==> src/hw/dgc_defs.vh <==
// Purpose: constants for the dma/irq gating and floppy mode configuration block
// Assumes: apb byte addresses, 32-bit data, 8-bit registers in the low bits, gate register 15 bits
// Notes: definitions only
`ifndef DGC_DEFS_VH
`define DGC_DEFS_VH

// ****************************************
// register byte addresses
// ****************************************
`define DGC_OFF_DMA_SEL 12'h0074
`define DGC_OFF_FDD_MODE 12'h00f0
`define DGC_OFF_IRQ_LEVEL 12'h0070
`define DGC_OFF_GATES 12'h0100
`define DGC_OFF_STATUS 12'h0104

// ****************************************
// reset values
// ****************************************
`define DGC_RST_DMA_SEL 8'h04
`define DGC_RST_FDD_MODE 8'h0e
`define DGC_RST_IRQ_LEVEL 8'h00
`define DGC_RST_GATES 8'h00

// ****************************************
// field positions
// ****************************************
`define DGC_DMA_SEL_HI 2
`define DGC_DMA_SEL_LO 0
`define DGC_FM_ENH 0
`define DGC_FM_NONBURST 1
`define DGC_FM_IFM_HI 3
`define DGC_FM_IFM_LO 2
`define DGC_FM_RSV5 5
`define DGC_FM_PUSHPULL 6
`define DGC_FM_TRISTATE 7
`define DGC_IRQ_LVL_HI 3
`define DGC_IRQ_LVL_LO 0
// gate register: device enable bits plus parallel mode and dma/irq owner fields
`define DGC_G_FDC_DMA 0
`define DGC_G_FDC_PWR 1
`define DGC_G_SER1 2
`define DGC_G_SER2 3
`define DGC_G_PAR_IRQ 4
`define DGC_G_ECP_DMA 5
`define DGC_G_SER2_DMA 6
`define DGC_G_ACTIVE 7
`define DGC_G_PMODE_LO 8
`define DGC_G_PMODE_HI 10
`define DGC_G_ECP 11
`define DGC_G_OWNER_LO 12
`define DGC_G_OWNER_HI 13
`define DGC_G_BASE_OK 14
`define DGC_G_WIDTH 15

// ****************************************
// codes
// ****************************************
`define DGC_CH_NONE 3'h0
`define DGC_CH_LAST 3'h3
`define DGC_OWN_FDC 2'h0
`define DGC_OWN_PAR 2'h1
`define DGC_OWN_SER2 2'h2
`define DGC_IFM_RSV 2'h2
`define DGC_PM_FIFO 3'h2
`define DGC_PM_ECP 3'h3
`define DGC_PM_TEST 3'h6

`endif

==> src/hw/dgc_pin_gate.v <==
// Purpose: one gated open pin, output plus active-low enable
// Assumes: enable low means the pin is driven
// Notes: used for each irq and dma request pin and for the floppy acknowledge pin
`timescale 1ns/10ps

module dgc_pin_gate (
    // clock and reset
    input wire CORE_CLK,
    input wire RST,
    // gating
    input wire use_pin,
    input wire level,
    // pin
    output reg PIN_O,
    output reg PIN_OE_N
);

// ****************************************
// registered drive
// ****************************************
// float while unused, so another device may own the line
always @(posedge CORE_CLK or posedge RST) begin
    if (RST) begin
        PIN_O <= 1'b0;
        PIN_OE_N <= 1'b1;
    end else begin
        PIN_O <= use_pin & level;
        PIN_OE_N <= ~use_pin;
    end
end

endmodule

==> src/hw/dgc_dma_irq_cfg.v <==
// Purpose: dma channel routing, irq/dack gating and floppy mode register
// Assumes: apb slave on CORE_CLK; RST is the hard reset (power-on or host reset)
// Notes: all pin outputs registered, one cycle behind their causes
// Notes: read data is taken in the setup cycle, so PREADY can stay high
// Behaviour
// RL1: channel select bits 2:0; 1..3 pick channel, 0 reserved, 4..7 none.
// RL2: dma active only for codes 1..3 with the device's own dma enable set.
// RL3: parallel port in extended mode also needs the ecr dma enable.
// RL4: second serial device also needs its own dma enable bit.
// RL5: dma request pins float when no device selects them.
// RL6: a block's own disable bit gates irq and dack, besides config disables.
// RL7: floppy dma gate clear floats floppy irq, dack and ignores requests.
// RL8: floppy powered down or disabled holds irq and dack floating.
// RL9: serial irq floats while its modem control gate bit is zero.
// RL10: standard/enhanced parallel modes float irq when its gate bit is zero.
// RL11: in extended mode the request pin follows the ecr dma gate, all modes.
// RL12: these registers reset only on hard reset, not on soft reset.
// RL13: mode bit 0 selects normal (0, default) or enhanced floppy mode.
// RL14: mode bit 1 selects burst (0) or non-burst (1, default) dma.
// RL15: mode bits 3:2 pick interface personality; 11 default, 10 reserved.
// RL16: software writes zero to mode bit 5; bit 4 reserved.
// RL17: mode bit 6 selects open drain (0) or push-pull (1) outputs.
// RL18: mode bit 7 tri-states all floppy interface outputs when one.
// RL19: bits 6 and 7 do not touch floppy signals on parallel port pins.
// RL20: irq asserted only with nonzero level select and device enable.
// RL21: irq pins float when no device selects them.
`timescale 1ns/10ps
`include "dgc_defs.vh"

module dgc_dma_irq_cfg #(
    parameter NUM_CH = 3
) (
    // clock and hard reset
    input wire CORE_CLK,
    input wire RST,
    // apb slave
    input wire PSEL,
    input wire PENABLE,
    input wire PWRITE,
    input wire [11:0] PADDR,
    input wire [31:0] PWDATA,
    output wire PREADY,
    output reg [31:0] PRDATA,
    output wire PSLVERR,
    // logical device requests and interrupts
    input wire FDC_IRQ_IN,
    input wire FDC_DREQ_IN,
    input wire PAR_IRQ_IN,
    input wire PAR_DREQ_IN,
    input wire SER1_IRQ_IN,
    input wire SER2_IRQ_IN,
    input wire SER2_DREQ_IN,
    // host dma acknowledges, one per channel
    input wire [NUM_CH:1] DACK_IN,
    // device side of the acknowledge
    output reg FDC_DACK,
    output reg PAR_DACK,
    output reg SER2_DACK,
    // dma request pins
    output wire [NUM_CH:1] DREQ_O,
    output wire [NUM_CH:1] DREQ_OE_N,
    // irq pin of the selected level
    output wire IRQ_O,
    output wire IRQ_OE_N,
    // floppy acknowledge to the drive side
    output wire FDC_DACK_O,
    output wire FDC_DACK_OE_N,
    // floppy mode controls
    output reg FDC_ENHANCED,
    output reg FDC_NONBURST,
    output reg [1:0] FDC_IF_MODE,
    output reg FDC_PUSH_PULL,
    output reg FDC_OUT_TRISTATE,
    output reg PPFDC_PUSH_PULL,
    output reg PPFDC_OUT_TRISTATE
);

// ****************************************
// registers
// ****************************************
reg [7:0] dma_channel_select;
reg [7:0] floppy_mode_control;
reg [7:0] irq_level_select;
reg [`DGC_G_WIDTH-1:0] gates;

wire wr_en;
wire rd_en;
wire hit;
assign wr_en = PSEL & PENABLE & PWRITE;
// read data is picked in the setup cycle so it can leave a flop with no wait state
assign rd_en = PSEL & ~PENABLE & ~PWRITE;
assign PREADY = 1'b1; // zero-wait slave: the access phase always ends at once

// address decode
assign hit = (PADDR == `DGC_OFF_DMA_SEL) || (PADDR == `DGC_OFF_FDD_MODE) ||
             (PADDR == `DGC_OFF_IRQ_LEVEL) || (PADDR == `DGC_OFF_GATES) ||
             (PADDR == `DGC_OFF_STATUS);
assign PSLVERR = PSEL & PENABLE & ~hit;

// ****************************************
// gate field decode
// ****************************************
wire floppy_dma_gate;
wire floppy_powered;
wire serial_irq_gate1;
wire serial_irq_gate2;
wire parallel_irq_gate;
wire ecp_dma_gate;
wire ser2_dma_gate;
wire cfg_active;
wire [2:0] ecr_mode;
wire extended_capabilities_mode;
wire [1:0] dma_owner;
wire base_ok;
assign floppy_dma_gate = gates[`DGC_G_FDC_DMA];
assign floppy_powered = gates[`DGC_G_FDC_PWR];
assign serial_irq_gate1 = gates[`DGC_G_SER1];
assign serial_irq_gate2 = gates[`DGC_G_SER2];
assign parallel_irq_gate = gates[`DGC_G_PAR_IRQ];
assign ecp_dma_gate = gates[`DGC_G_ECP_DMA];
assign ser2_dma_gate = gates[`DGC_G_SER2_DMA];
assign cfg_active = gates[`DGC_G_ACTIVE];
assign ecr_mode = gates[`DGC_G_PMODE_HI:`DGC_G_PMODE_LO];
assign extended_capabilities_mode = gates[`DGC_G_ECP];
assign dma_owner = gates[`DGC_G_OWNER_HI:`DGC_G_OWNER_LO];
assign base_ok = gates[`DGC_G_BASE_OK];

// ****************************************
// register writes
// ****************************************
// RST is only the hard reset; soft resets never reach these flops
always @(posedge CORE_CLK or posedge RST) begin
    if (RST) begin
        dma_channel_select <= `DGC_RST_DMA_SEL; // [RL12]
        floppy_mode_control <= `DGC_RST_FDD_MODE; // [RL12]
        irq_level_select <= `DGC_RST_IRQ_LEVEL;
        gates <= {`DGC_G_WIDTH{1'b0}};
    end else if (wr_en) begin
        if (PADDR == `DGC_OFF_DMA_SEL) begin
            dma_channel_select <= PWDATA[7:0];
        end else if (PADDR == `DGC_OFF_FDD_MODE) begin
            floppy_mode_control <= PWDATA[7:0];
        end else if (PADDR == `DGC_OFF_IRQ_LEVEL) begin
            irq_level_select <= PWDATA[7:0];
        end else if (PADDR == `DGC_OFF_GATES) begin
            gates <= PWDATA[`DGC_G_WIDTH-1:0];
        end
    end
end

// ****************************************
// dma channel decision
// ****************************************
wire [2:0] ch_code;
wire ch_valid;
reg own_dma_en;
wire dma_active;
assign ch_code = dma_channel_select[`DGC_DMA_SEL_HI:`DGC_DMA_SEL_LO]; // [RL1]
// 0 reserved and 4..7 mean no channel
assign ch_valid = (ch_code != `DGC_CH_NONE) && (ch_code <= `DGC_CH_LAST); // [RL1]

// owning device's own dma enable
always @* begin
    case (dma_owner)
        `DGC_OWN_FDC: own_dma_en = floppy_dma_gate & floppy_powered; // [RL2] [RL8]
        `DGC_OWN_PAR: own_dma_en = extended_capabilities_mode & ecp_dma_gate; // [RL3] [RL11]
        `DGC_OWN_SER2: own_dma_en = ser2_dma_gate; // [RL4]
        default: own_dma_en = 1'b0;
    endcase
end

assign dma_active = ch_valid & own_dma_en & cfg_active & base_ok; // [RL2] [RL6]

// selected source request; floppy requests ignored with its gate clear
reg src_dreq;
always @* begin
    case (dma_owner)
        `DGC_OWN_FDC: src_dreq = FDC_DREQ_IN & floppy_dma_gate; // [RL7]
        `DGC_OWN_PAR: src_dreq = PAR_DREQ_IN;
        `DGC_OWN_SER2: src_dreq = SER2_DREQ_IN;
        default: src_dreq = 1'b0;
    endcase
end

// ****************************************
// request pins, one gate per channel
// ****************************************
genvar gi;
generate
    for (gi = 1; gi <= NUM_CH; gi = gi + 1) begin : g_dreq
        dgc_pin_gate u_gate (
            .CORE_CLK(CORE_CLK),
            .RST(RST),
            .use_pin(dma_active && (ch_code == gi)), // [RL5]
            .level(src_dreq),
            .PIN_O(DREQ_O[gi]),
            .PIN_OE_N(DREQ_OE_N[gi])
        );
    end
endgenerate

// ****************************************
// acknowledge routing
// ****************************************
reg sel_dack;
wire fdc_dack_use;
integer ci;

// explicit pick keeps every index inside the acknowledge port range
always @* begin
    sel_dack = 1'b0;
    for (ci = 1; ci <= NUM_CH; ci = ci + 1) begin
        if (ch_valid && (ch_code == ci[2:0])) begin
            sel_dack = DACK_IN[ci];
        end
    end
end
// floppy dack floats unless gated, powered and configured
assign fdc_dack_use = dma_active && (dma_owner == `DGC_OWN_FDC); // [RL6] [RL7] [RL8]

always @(posedge CORE_CLK or posedge RST) begin
    if (RST) begin
        FDC_DACK <= 1'b0;
        PAR_DACK <= 1'b0;
        SER2_DACK <= 1'b0;
    end else begin
        FDC_DACK <= fdc_dack_use & sel_dack;
        PAR_DACK <= dma_active && (dma_owner == `DGC_OWN_PAR) && sel_dack;
        SER2_DACK <= dma_active && (dma_owner == `DGC_OWN_SER2) && sel_dack;
    end
end

dgc_pin_gate u_fdc_dack (
    .CORE_CLK(CORE_CLK),
    .RST(RST),
    .use_pin(fdc_dack_use),
    .level(sel_dack),
    .PIN_O(FDC_DACK_O),
    .PIN_OE_N(FDC_DACK_OE_N)
);

// ****************************************
// interrupt gating
// ****************************************
// irq source follows the owner field; serial 1 uses owner code 3
reg irq_en;
reg irq_src;
wire par_irq_on;
// extended modes fifo, ecp and test drive the irq regardless of the gate bit
assign par_irq_on = extended_capabilities_mode &&
    ((ecr_mode == `DGC_PM_FIFO) || (ecr_mode == `DGC_PM_ECP) ||
     (ecr_mode == `DGC_PM_TEST));

always @* begin
    case (dma_owner)
        `DGC_OWN_FDC: begin
            irq_en = floppy_dma_gate & floppy_powered; // [RL7] [RL8]
            irq_src = FDC_IRQ_IN;
        end
        `DGC_OWN_PAR: begin
            irq_en = par_irq_on | parallel_irq_gate; // [RL10]
            irq_src = PAR_IRQ_IN;
        end
        `DGC_OWN_SER2: begin
            irq_en = serial_irq_gate2; // [RL9]
            irq_src = SER2_IRQ_IN;
        end
        default: begin
            irq_en = serial_irq_gate1; // [RL9]
            irq_src = SER1_IRQ_IN;
        end
    endcase
end

wire irq_use;
// nonzero level, device enable and config valid all needed
assign irq_use = (irq_level_select[`DGC_IRQ_LVL_HI:`DGC_IRQ_LVL_LO] != 4'h0) &&
                 irq_en && cfg_active && base_ok; // [RL20] [RL21] [RL6]

dgc_pin_gate u_irq (
    .CORE_CLK(CORE_CLK),
    .RST(RST),
    .use_pin(irq_use),
    .level(irq_src),
    .PIN_O(IRQ_O),
    .PIN_OE_N(IRQ_OE_N)
);

// ****************************************
// floppy mode outputs
// ****************************************
// parallel-port floppy pins keep fixed defaults: bits 6 and 7 do not reach them
always @(posedge CORE_CLK or posedge RST) begin
    if (RST) begin
        FDC_ENHANCED <= 1'b0;
        FDC_NONBURST <= 1'b1;
        FDC_IF_MODE <= 2'h3;
        FDC_PUSH_PULL <= 1'b0;
        FDC_OUT_TRISTATE <= 1'b0;
        PPFDC_PUSH_PULL <= 1'b0;
        PPFDC_OUT_TRISTATE <= 1'b0;
    end else begin
        FDC_ENHANCED <= floppy_mode_control[`DGC_FM_ENH]; // [RL13]
        FDC_NONBURST <= floppy_mode_control[`DGC_FM_NONBURST]; // [RL14]
        FDC_IF_MODE <= floppy_mode_control[`DGC_FM_IFM_HI:`DGC_FM_IFM_LO]; // [RL15]
        FDC_PUSH_PULL <= floppy_mode_control[`DGC_FM_PUSHPULL]; // [RL17]
        FDC_OUT_TRISTATE <= floppy_mode_control[`DGC_FM_TRISTATE]; // [RL18]
        PPFDC_PUSH_PULL <= 1'b0; // [RL19]
        PPFDC_OUT_TRISTATE <= 1'b0; // [RL19]
    end
end

// ****************************************
// read mux
// ****************************************
// status word shows the live decisions so software sees why a pin floats
reg [31:0] next_prdata;
always @* begin
    next_prdata = 32'h0000_0000;
    if (rd_en) begin
        if (PADDR == `DGC_OFF_DMA_SEL) begin
            next_prdata = {24'h00_0000, dma_channel_select};
        end else if (PADDR == `DGC_OFF_FDD_MODE) begin
            next_prdata = {24'h00_0000, floppy_mode_control};
        end else if (PADDR == `DGC_OFF_IRQ_LEVEL) begin
            next_prdata = {24'h00_0000, irq_level_select};
        end else if (PADDR == `DGC_OFF_GATES) begin
            next_prdata = {17'h0_0000, gates};
        end else if (PADDR == `DGC_OFF_STATUS) begin
            next_prdata = {28'h000_0000, (floppy_mode_control[`DGC_FM_IFM_HI:`DGC_FM_IFM_LO]
                == `DGC_IFM_RSV), irq_use, dma_active, ch_valid};
        end
    end
end

// read data leaves a flop; it stands through the access phase, then returns to zero
// status is therefore one cycle old when seen, which software cannot tell apart
always @(posedge CORE_CLK or posedge RST) begin
    if (RST) begin
        PRDATA <= 32'h0000_0000;
    end else begin
        PRDATA <= next_prdata;
    end
end

endmodule

==> config.mk <==
export PLATFORM = sky130hd
export DESIGN_NAME = dgc_dma_irq_cfg
export DESIGN_NICKNAME = d
export VERILOG_FILES = /design/src/hw/dgc_pin_gate.v /design/src/hw/dgc_dma_irq_cfg.v
export VERILOG_INCLUDE_DIRS = /design/src /design/src/hw
export SDC_FILE = /design/constraint.sdc
export NUM_CORES = 1
export LEC_CHECK = 0
export BUFFER_PORTS_ARGS = -buffer_cell sky130_fd_sc_hd__buf_4
export CORE_MARGIN = 2
export CORE_UTILIZATION = 35
export CTS_BUF_LIST = sky130_fd_sc_hd__clkbuf_16
export DETAILED_ROUTE_END_ITERATION = 10
export PLACE_DENSITY = 0.58
export SYNTH_ARGS = -nofsm -noshare
export SYNTH_HDL_FRONTEND = slang
export SYNTH_SLANG_ARGS = --single-unit
==> constraint.sdc <==
create_clock -name CORE_CLK -period 3.05 [get_ports CORE_CLK]
set_input_delay 0.4575 -clock CORE_CLK [delete_from_list [all_inputs] [get_ports CORE_CLK]]
set_output_delay 0.4575 -clock CORE_CLK [all_outputs]
set_load 0.02 [all_outputs]
# == Word level (Yosys, flattened, before mapping) ==
# Index checks and enable logic that the tools add are counted.
# totals
register_bits,89
in_bits,59
out_inout_bits,55
wordCells,107
# classes
magnitude_cmp,1
n_eq_ne,14
n_mux,13
bitwise,28
n_reduce_logical,29
# op_table
op,count
$mux W15,5
$eq A12 B7 Y1 const B,2
$eq A12 B9 Y1 const B,2
$and A1 B1 Y1,16
$logic_and A1 B1 Y1,16
$eq A12 B8 Y1 const B,1
$eq A3 B2 Y1 const B,4
$pmux W1 S3,4
$not A1 Y1,11
$logic_or A1 B1 Y1,6
$reduce_and A5 Y1,1
$eq A2 B2 Y1 const B,2
$mux W4,1
$reduce_and A4 Y1,1
$reduce_bool A4 Y1,1
$eq A3 B1 Y1 const B,1
$eq A3 B3 Y1 const B,1
$le A3 B2 Y1 const B,1
$mux W1,3
$reduce_and A3 Y1,1
$reduce_bool A3 Y1,1
$eq A2 B1 Y1 const B,1
$logic_not A2 Y1,1
$reduce_and A2 Y1,1
$or A1 B1 Y1,1

# == Logic depth before layout (Yosys ltp) ==
# depth
ltp_word,15
ltp_mapped,6
depth_no_buf,5

# == By module ==
# A second synthesis with hierarchy kept.
# unflattened
cells_unflattened,279
hier_area_um2,3392.0
# modules_own_cells
mod,instances,cells_each,area_per_inst_um2,seq_area_each_um2
dgc_dma_irq_cfg,1,254,3066.7,1585.3
dgc_pin_gate,5,5,65.1,51.3

# == Worst setup path after synthesis ==
# No wires, ideal clock.
# synth_path
path_kind,input-to-reg
startpoint,input PADDR[9]
endpoint,register gates[0]
setup_time_ns,0.125
arrival_time_ns,1.963
t_required_ns,2.925
slack_ns,0.962
stages,5
n_path_buf,1
path_cell_list,nor4_4 -> nand4_1 -> nor3_2 -> buf_2 -> mux2_2
# synth_via
elab_chain_len,3
word_cells_on_any_way,8
classes_between,eq/ne: 4; bitwise: 3; reduce/logical: 1
# synth_rtl
element,line_no,source
"start, declared",dgc_dma_irq_cfg.v:40,"input wire [11:0] PADDR,"
$eq A12 B7 Y1 (no source line) or $eq A12 B8 Y1 (tied branches),n/a,
$not A1 Y1 (no source line),n/a,
$reduce_and A5 Y1 (no source line) (*),n/a,
"end signal, assigned",dgc_dma_irq_cfg.v:137,gates <= {`DGC_G_WIDTH{1'b0}};
"end signal, assigned",dgc_dma_irq_cfg.v:146,gates <= PWDATA[`DGC_G_WIDTH-1:0];
"end, declared",dgc_dma_irq_cfg.v:84,reg [`DGC_G_WIDTH-1:0] gates;
# Mark *: on every way between the ends. The rest lies on a longest branch, timed or not.
# A chain may end at the register's enable or synchronous reset.

# == Worst setup path after layout ==
# layout_path
startpoint,input PADDR[5]
endpoint,output PSLVERR
# layout_via
elab_chain_len,7
word_cells_on_any_way,11
classes_between,eq/ne: 5; bitwise: 2; reduce/logical: 4
# layout_rtl
element,line_no,source
$eq A12 B7 Y1 (no source line) or $eq A12 B8 Y1 (tied branches),n/a,
$logic_or A1 B1 Y1 (3 in a row),dgc_dma_irq_cfg.v:95,assign hit = (PADDR == `DGC_OFF_DMA_SEL) || (PADDR == `DGC_OFF_FDD_MODE) ||
$logic_or A1 B1 Y1 (*),dgc_dma_irq_cfg.v:95,
$not A1 Y1 (*),dgc_dma_irq_cfg.v:98,assign PSLVERR = PSEL & PENABLE & ~hit;
$and A1 B1 Y1 (*),dgc_dma_irq_cfg.v:98,
"end, declared",dgc_dma_irq_cfg.v:44,"output wire PSLVERR,"
# Marked as above.

==> parameters.txt <==
Parameter                              Value

Status
  Outcome    finished clean

Global routing
  Number of global-route vias before repair    between 2000 and 2500
  Antenna violations before repair    0
  Maximum number of pins on one net before global-route repair    40
  Global-route wire length before repair    about 12000 um
  Gr usage total    15.4%
  GRT Residual Overflow    0

Timing
  Worst slew pin tran    ~0.72 ns
  Unrepaired setup endpoints after global routing    false
  Final cycle utilization of the critical path    72.0%
  Minimum clock period    approximately 2.2 ns
  Normalized max-slew margin    about half
  Final-layout worst hold slack    roughly 0.25 ns
  Final setup viols    0
  Clock tree skew after final layout    around 0.0061 ns
  Worst Slack Setup Final    about 0.86 ns
  Number of max-slew violations in the final report    0
  Final hold violations    0
  Achievable frequency    roughly 460 MHz
  Total Neg Setup Slack    0 ns

Logic synthesis
  Async set-or-reset flop fraction in the synthesized netlist    100%
  Number of enable-type register cells in the synthesized netlist    0
  Part of the Yosys area used for sequential elements    a little over half
  Unique cell type count in the Yosys netlist    51
  Per-instance average area after synthesis    12.5 um2
  Most used flip-flop cell after synthesis    dfrtp_1
  Combined area of all synthesized cells    approximately 0.0033 mm2
  Register bit count reported by yosys    72
  Post-synthesis instance total    approximately 270
  Total number of yosys warnings    0

Pwr
  Share of total power in sequential cells    about 44%
  Power spent charging and discharging nets    approximately 470 uW
  Comb power frac    around 5.6%
  Leakage power of the design    between 0.002 and 0.0025 uW
  Cell Int Power    1710 uW
  Overall power    about 2200 uW
  PD cells    513 mW/mm2
  Worst voltage drop across the vdd grid    between 0.0002 and 0.0003 V
  Switching portion of total power    a little over a fifth
  Clock share of power    just over 50%

Place
  Detailed-placement wirelength estimate    5280 um
  PortBufs    between 70 and 80
  Global placer's final weighted congestion    approximately 0.83
  Pre-CTS WS    between 0.6 and 0.7 ns

Layout
  Net count of the finished layout    between 400 and 500
  Multi-input gate area in the final layout    0.00132 mm2
  Fraction of final layout cells with drive strength greater than 1    45.8%
  Area taken by flip-flops and latches    about 0.0018 mm2
  Number of diodes added for antenna fixing    0
  Number of filler instances in the final layout    858
  Layout overhead on the synthesized area    27.7%

Routing
  DRC violation count after routing    0
  Detailed-route vias per instance    slightly below 5
  Average wire per standard cell    between 15 and 20 um
  Initial detailed-routing violation count    76
  Via count    around 2300
  Post-DRT Antenna Nets    0
  Number of iterations in the first detailed-routing pass    4
  Sum of routed wire length over all layers    roughly 7400 um

Clock network
  # Post-CTS Setup Buffers    0
  Clock Pin Slew Worst Setup and Hold Paths    0.06 ns
  Number of buffers inserted by hold repair at cts    0
  Number of buffers on the longest clock path    2
  Gates resized, CTS repair    0
  Buffer type at the clock tree root    clkbuf_16
  TritonCTS clock tree    built
  TritonCTS buffer count    9
  H-tree lvl count    3
  Total clock sinks    72
  Clock insertion delay at the later pin of the skew report    0.33 ns

Setup path
  Arrival time worst endpoint    roughly 1.7 ns
  Maximum net fanout on the critical path    5
  Worst setup SP type    input port
  Required time of the critical path    2.59 ns
  CP Capture Type    output port
  Category of the most critical setup path    in -> out

Hold path
  Path category of the worst min-delay check    in -> async

Floorplan
  Standard-cell rows    35
  Y dimension of the die    102 um
  IO Pins    about 110
  Area of the core region    0.00924 mm2
  Die ar.    between 0.01 and 0.015 mm2
  Effective utilization at floorplan    a little over a third
  Die X    102 um

Run
  MaxCap Viol Count    0
-- synth_stat cells, drive strengths merged (2+ instances only) --
| cell | count | area share (%) |
|---|---|---|
| o21ai | 4 | 0.60 |
| and2 | 10 | 1.9 |
| nor4 | 3 | 1.2 |
| a21oi | 8 | 1.2 |
| inv | 4 | 0.45 |
| clkbuf | 6 | 0.68 |
| nand3b | 4 | 0.90 |
| nand3 | 8 | 1.6 |
| a22oi | 4 | 0.90 |
| conb | 2 | 0.23 |
| dfrtp | 60 | 45 |
| o22ai | 2 | 0.38 |
| a32oi | 3 | 0.79 |
| mux2i | 4 | 1.2 |
| a31oi | 2 | 0.38 |
| nor2 | 13 | 1.7 |
| dfstp | 12 | 9.5 |
| a2111oi | 2 | 0.71 |
| mux2 | 43 | 15 |
| a311oi | 2 | 0.71 |
| nor3 | 8 | 1.4 |
| buf | 29 | 6.6 |
| nor3b | 2 | 0.45 |
| nand2 | 14 | 1.6 |
-- cells in the final DEF (no fill, tap or decap), types with 8 or more instances in the layout --
master,Yosys,final
buf_4,27,80
mux2_2,43,43
and2_1,10,10
clkbuf_16,0,9
nand2_1,14,14
dfrtp_1,60,60
nor2_1,12,12
a21oi_1,8,8
conb_1,2,20
dfstp_2,12,12
-- registers in the layout, summed over array words and instances (netlist names), 2 cells and up --
signal and count:
PRDATA 15, gates 15, dma_channel_select 8, floppy_mode_control 8, irq_level_select 8, g_dreq.u_gate.PIN_O 3, g_dreq.u_gate.PIN_OE_N 3, FDC_IF_MODE 2
-- worst max-delay path: stages --
cell and delay [ns]:
buf_4 0.12, nor3b_1 0.36, and2_1 0.29, o21ai_0 0.15, and3_1 0.21, buf_4 0.15
-- area by class of cell --
type	count	area share [%]
clock buffers	9	5.30
clock inverters	7	2.06
inverters	4	0.353
multi-input cells	174	31.1
flip-flops and latches	72	42.8
well taps	129	3.80
repair buffers	81	14.6
-- cell families (layout without fill, tap and decap cells) --
group / after synthesis / after routing / share of synthesized area [%]
other: 2 / 20 / 0.226
buffers and inverters: 39 / 101 / 7.71
flip-flops: 72 / 72 / 54.6
AND/OR/NAND/NOR: 73 / 73 / 13.6
multiplexers: 48 / 48 / 16.5
AO/OA/AOI/OAI: 33 / 33 / 7.29
-- final timing paths --
| kind | from | endpoint | slack, ns | cells after the start |
|---|---|---|---|---|
| worst max-delay path | PADDR[5] | PSLVERR | 0.86 | 6 |
| worst min-delay path | RST | g_dreq[3].u_gate.PIN_O | 0.25 | 2 |
| worst max register to register | gates[12] | PRDATA[2] | 0.87 | 5 |
| worst min register to register | floppy_mode_control[3] | FDC_IF_MODE[1] | 0.39 | 0 |
| max in group asynchronous | RST | FDC_IF_MODE[1] | 2.07 | 3 |
| min in group CORE_CLK | PWDATA[10] | gates[10] | 0.36 | 2 |
-- routing by layer --
metal	up-vias	global-route usage (%)	share of wire (%)	wire length [um]
met5	-	0	0	0
met4	0	7.48	2.5	185
met3	15	3.80	4.3	321
met2	63	24.3	51	3770
met1	1167	19.7	42	3150
li1	1059	-	-	-
-- power groups by stage --
stage / clock [uW] / sequential (uW) / combinational, uW
floorplan: 0 / 974 / 79.4
global placement: 0 / 974 / 122
detailed placement: 0 / 974 / 122
CTS: 1130 / 958 / 123
global route: 1170 / 957 / 135
finish: 1100 / 958 / 122
-- through the flow --
stage | cells | cell area (um2) | util (%)
after detailed placement | 460 | 3940 | 42.6
after CTS | 476 | 4250 | 46.0
after floorplan | 285 | 3400 | -
after global routing | 476 | 4250 | 46.0
final | 476 | 4250 | 46.0
after global placement | 460 | 3940 | 42.6
Power figures use the tool's default switching activity.
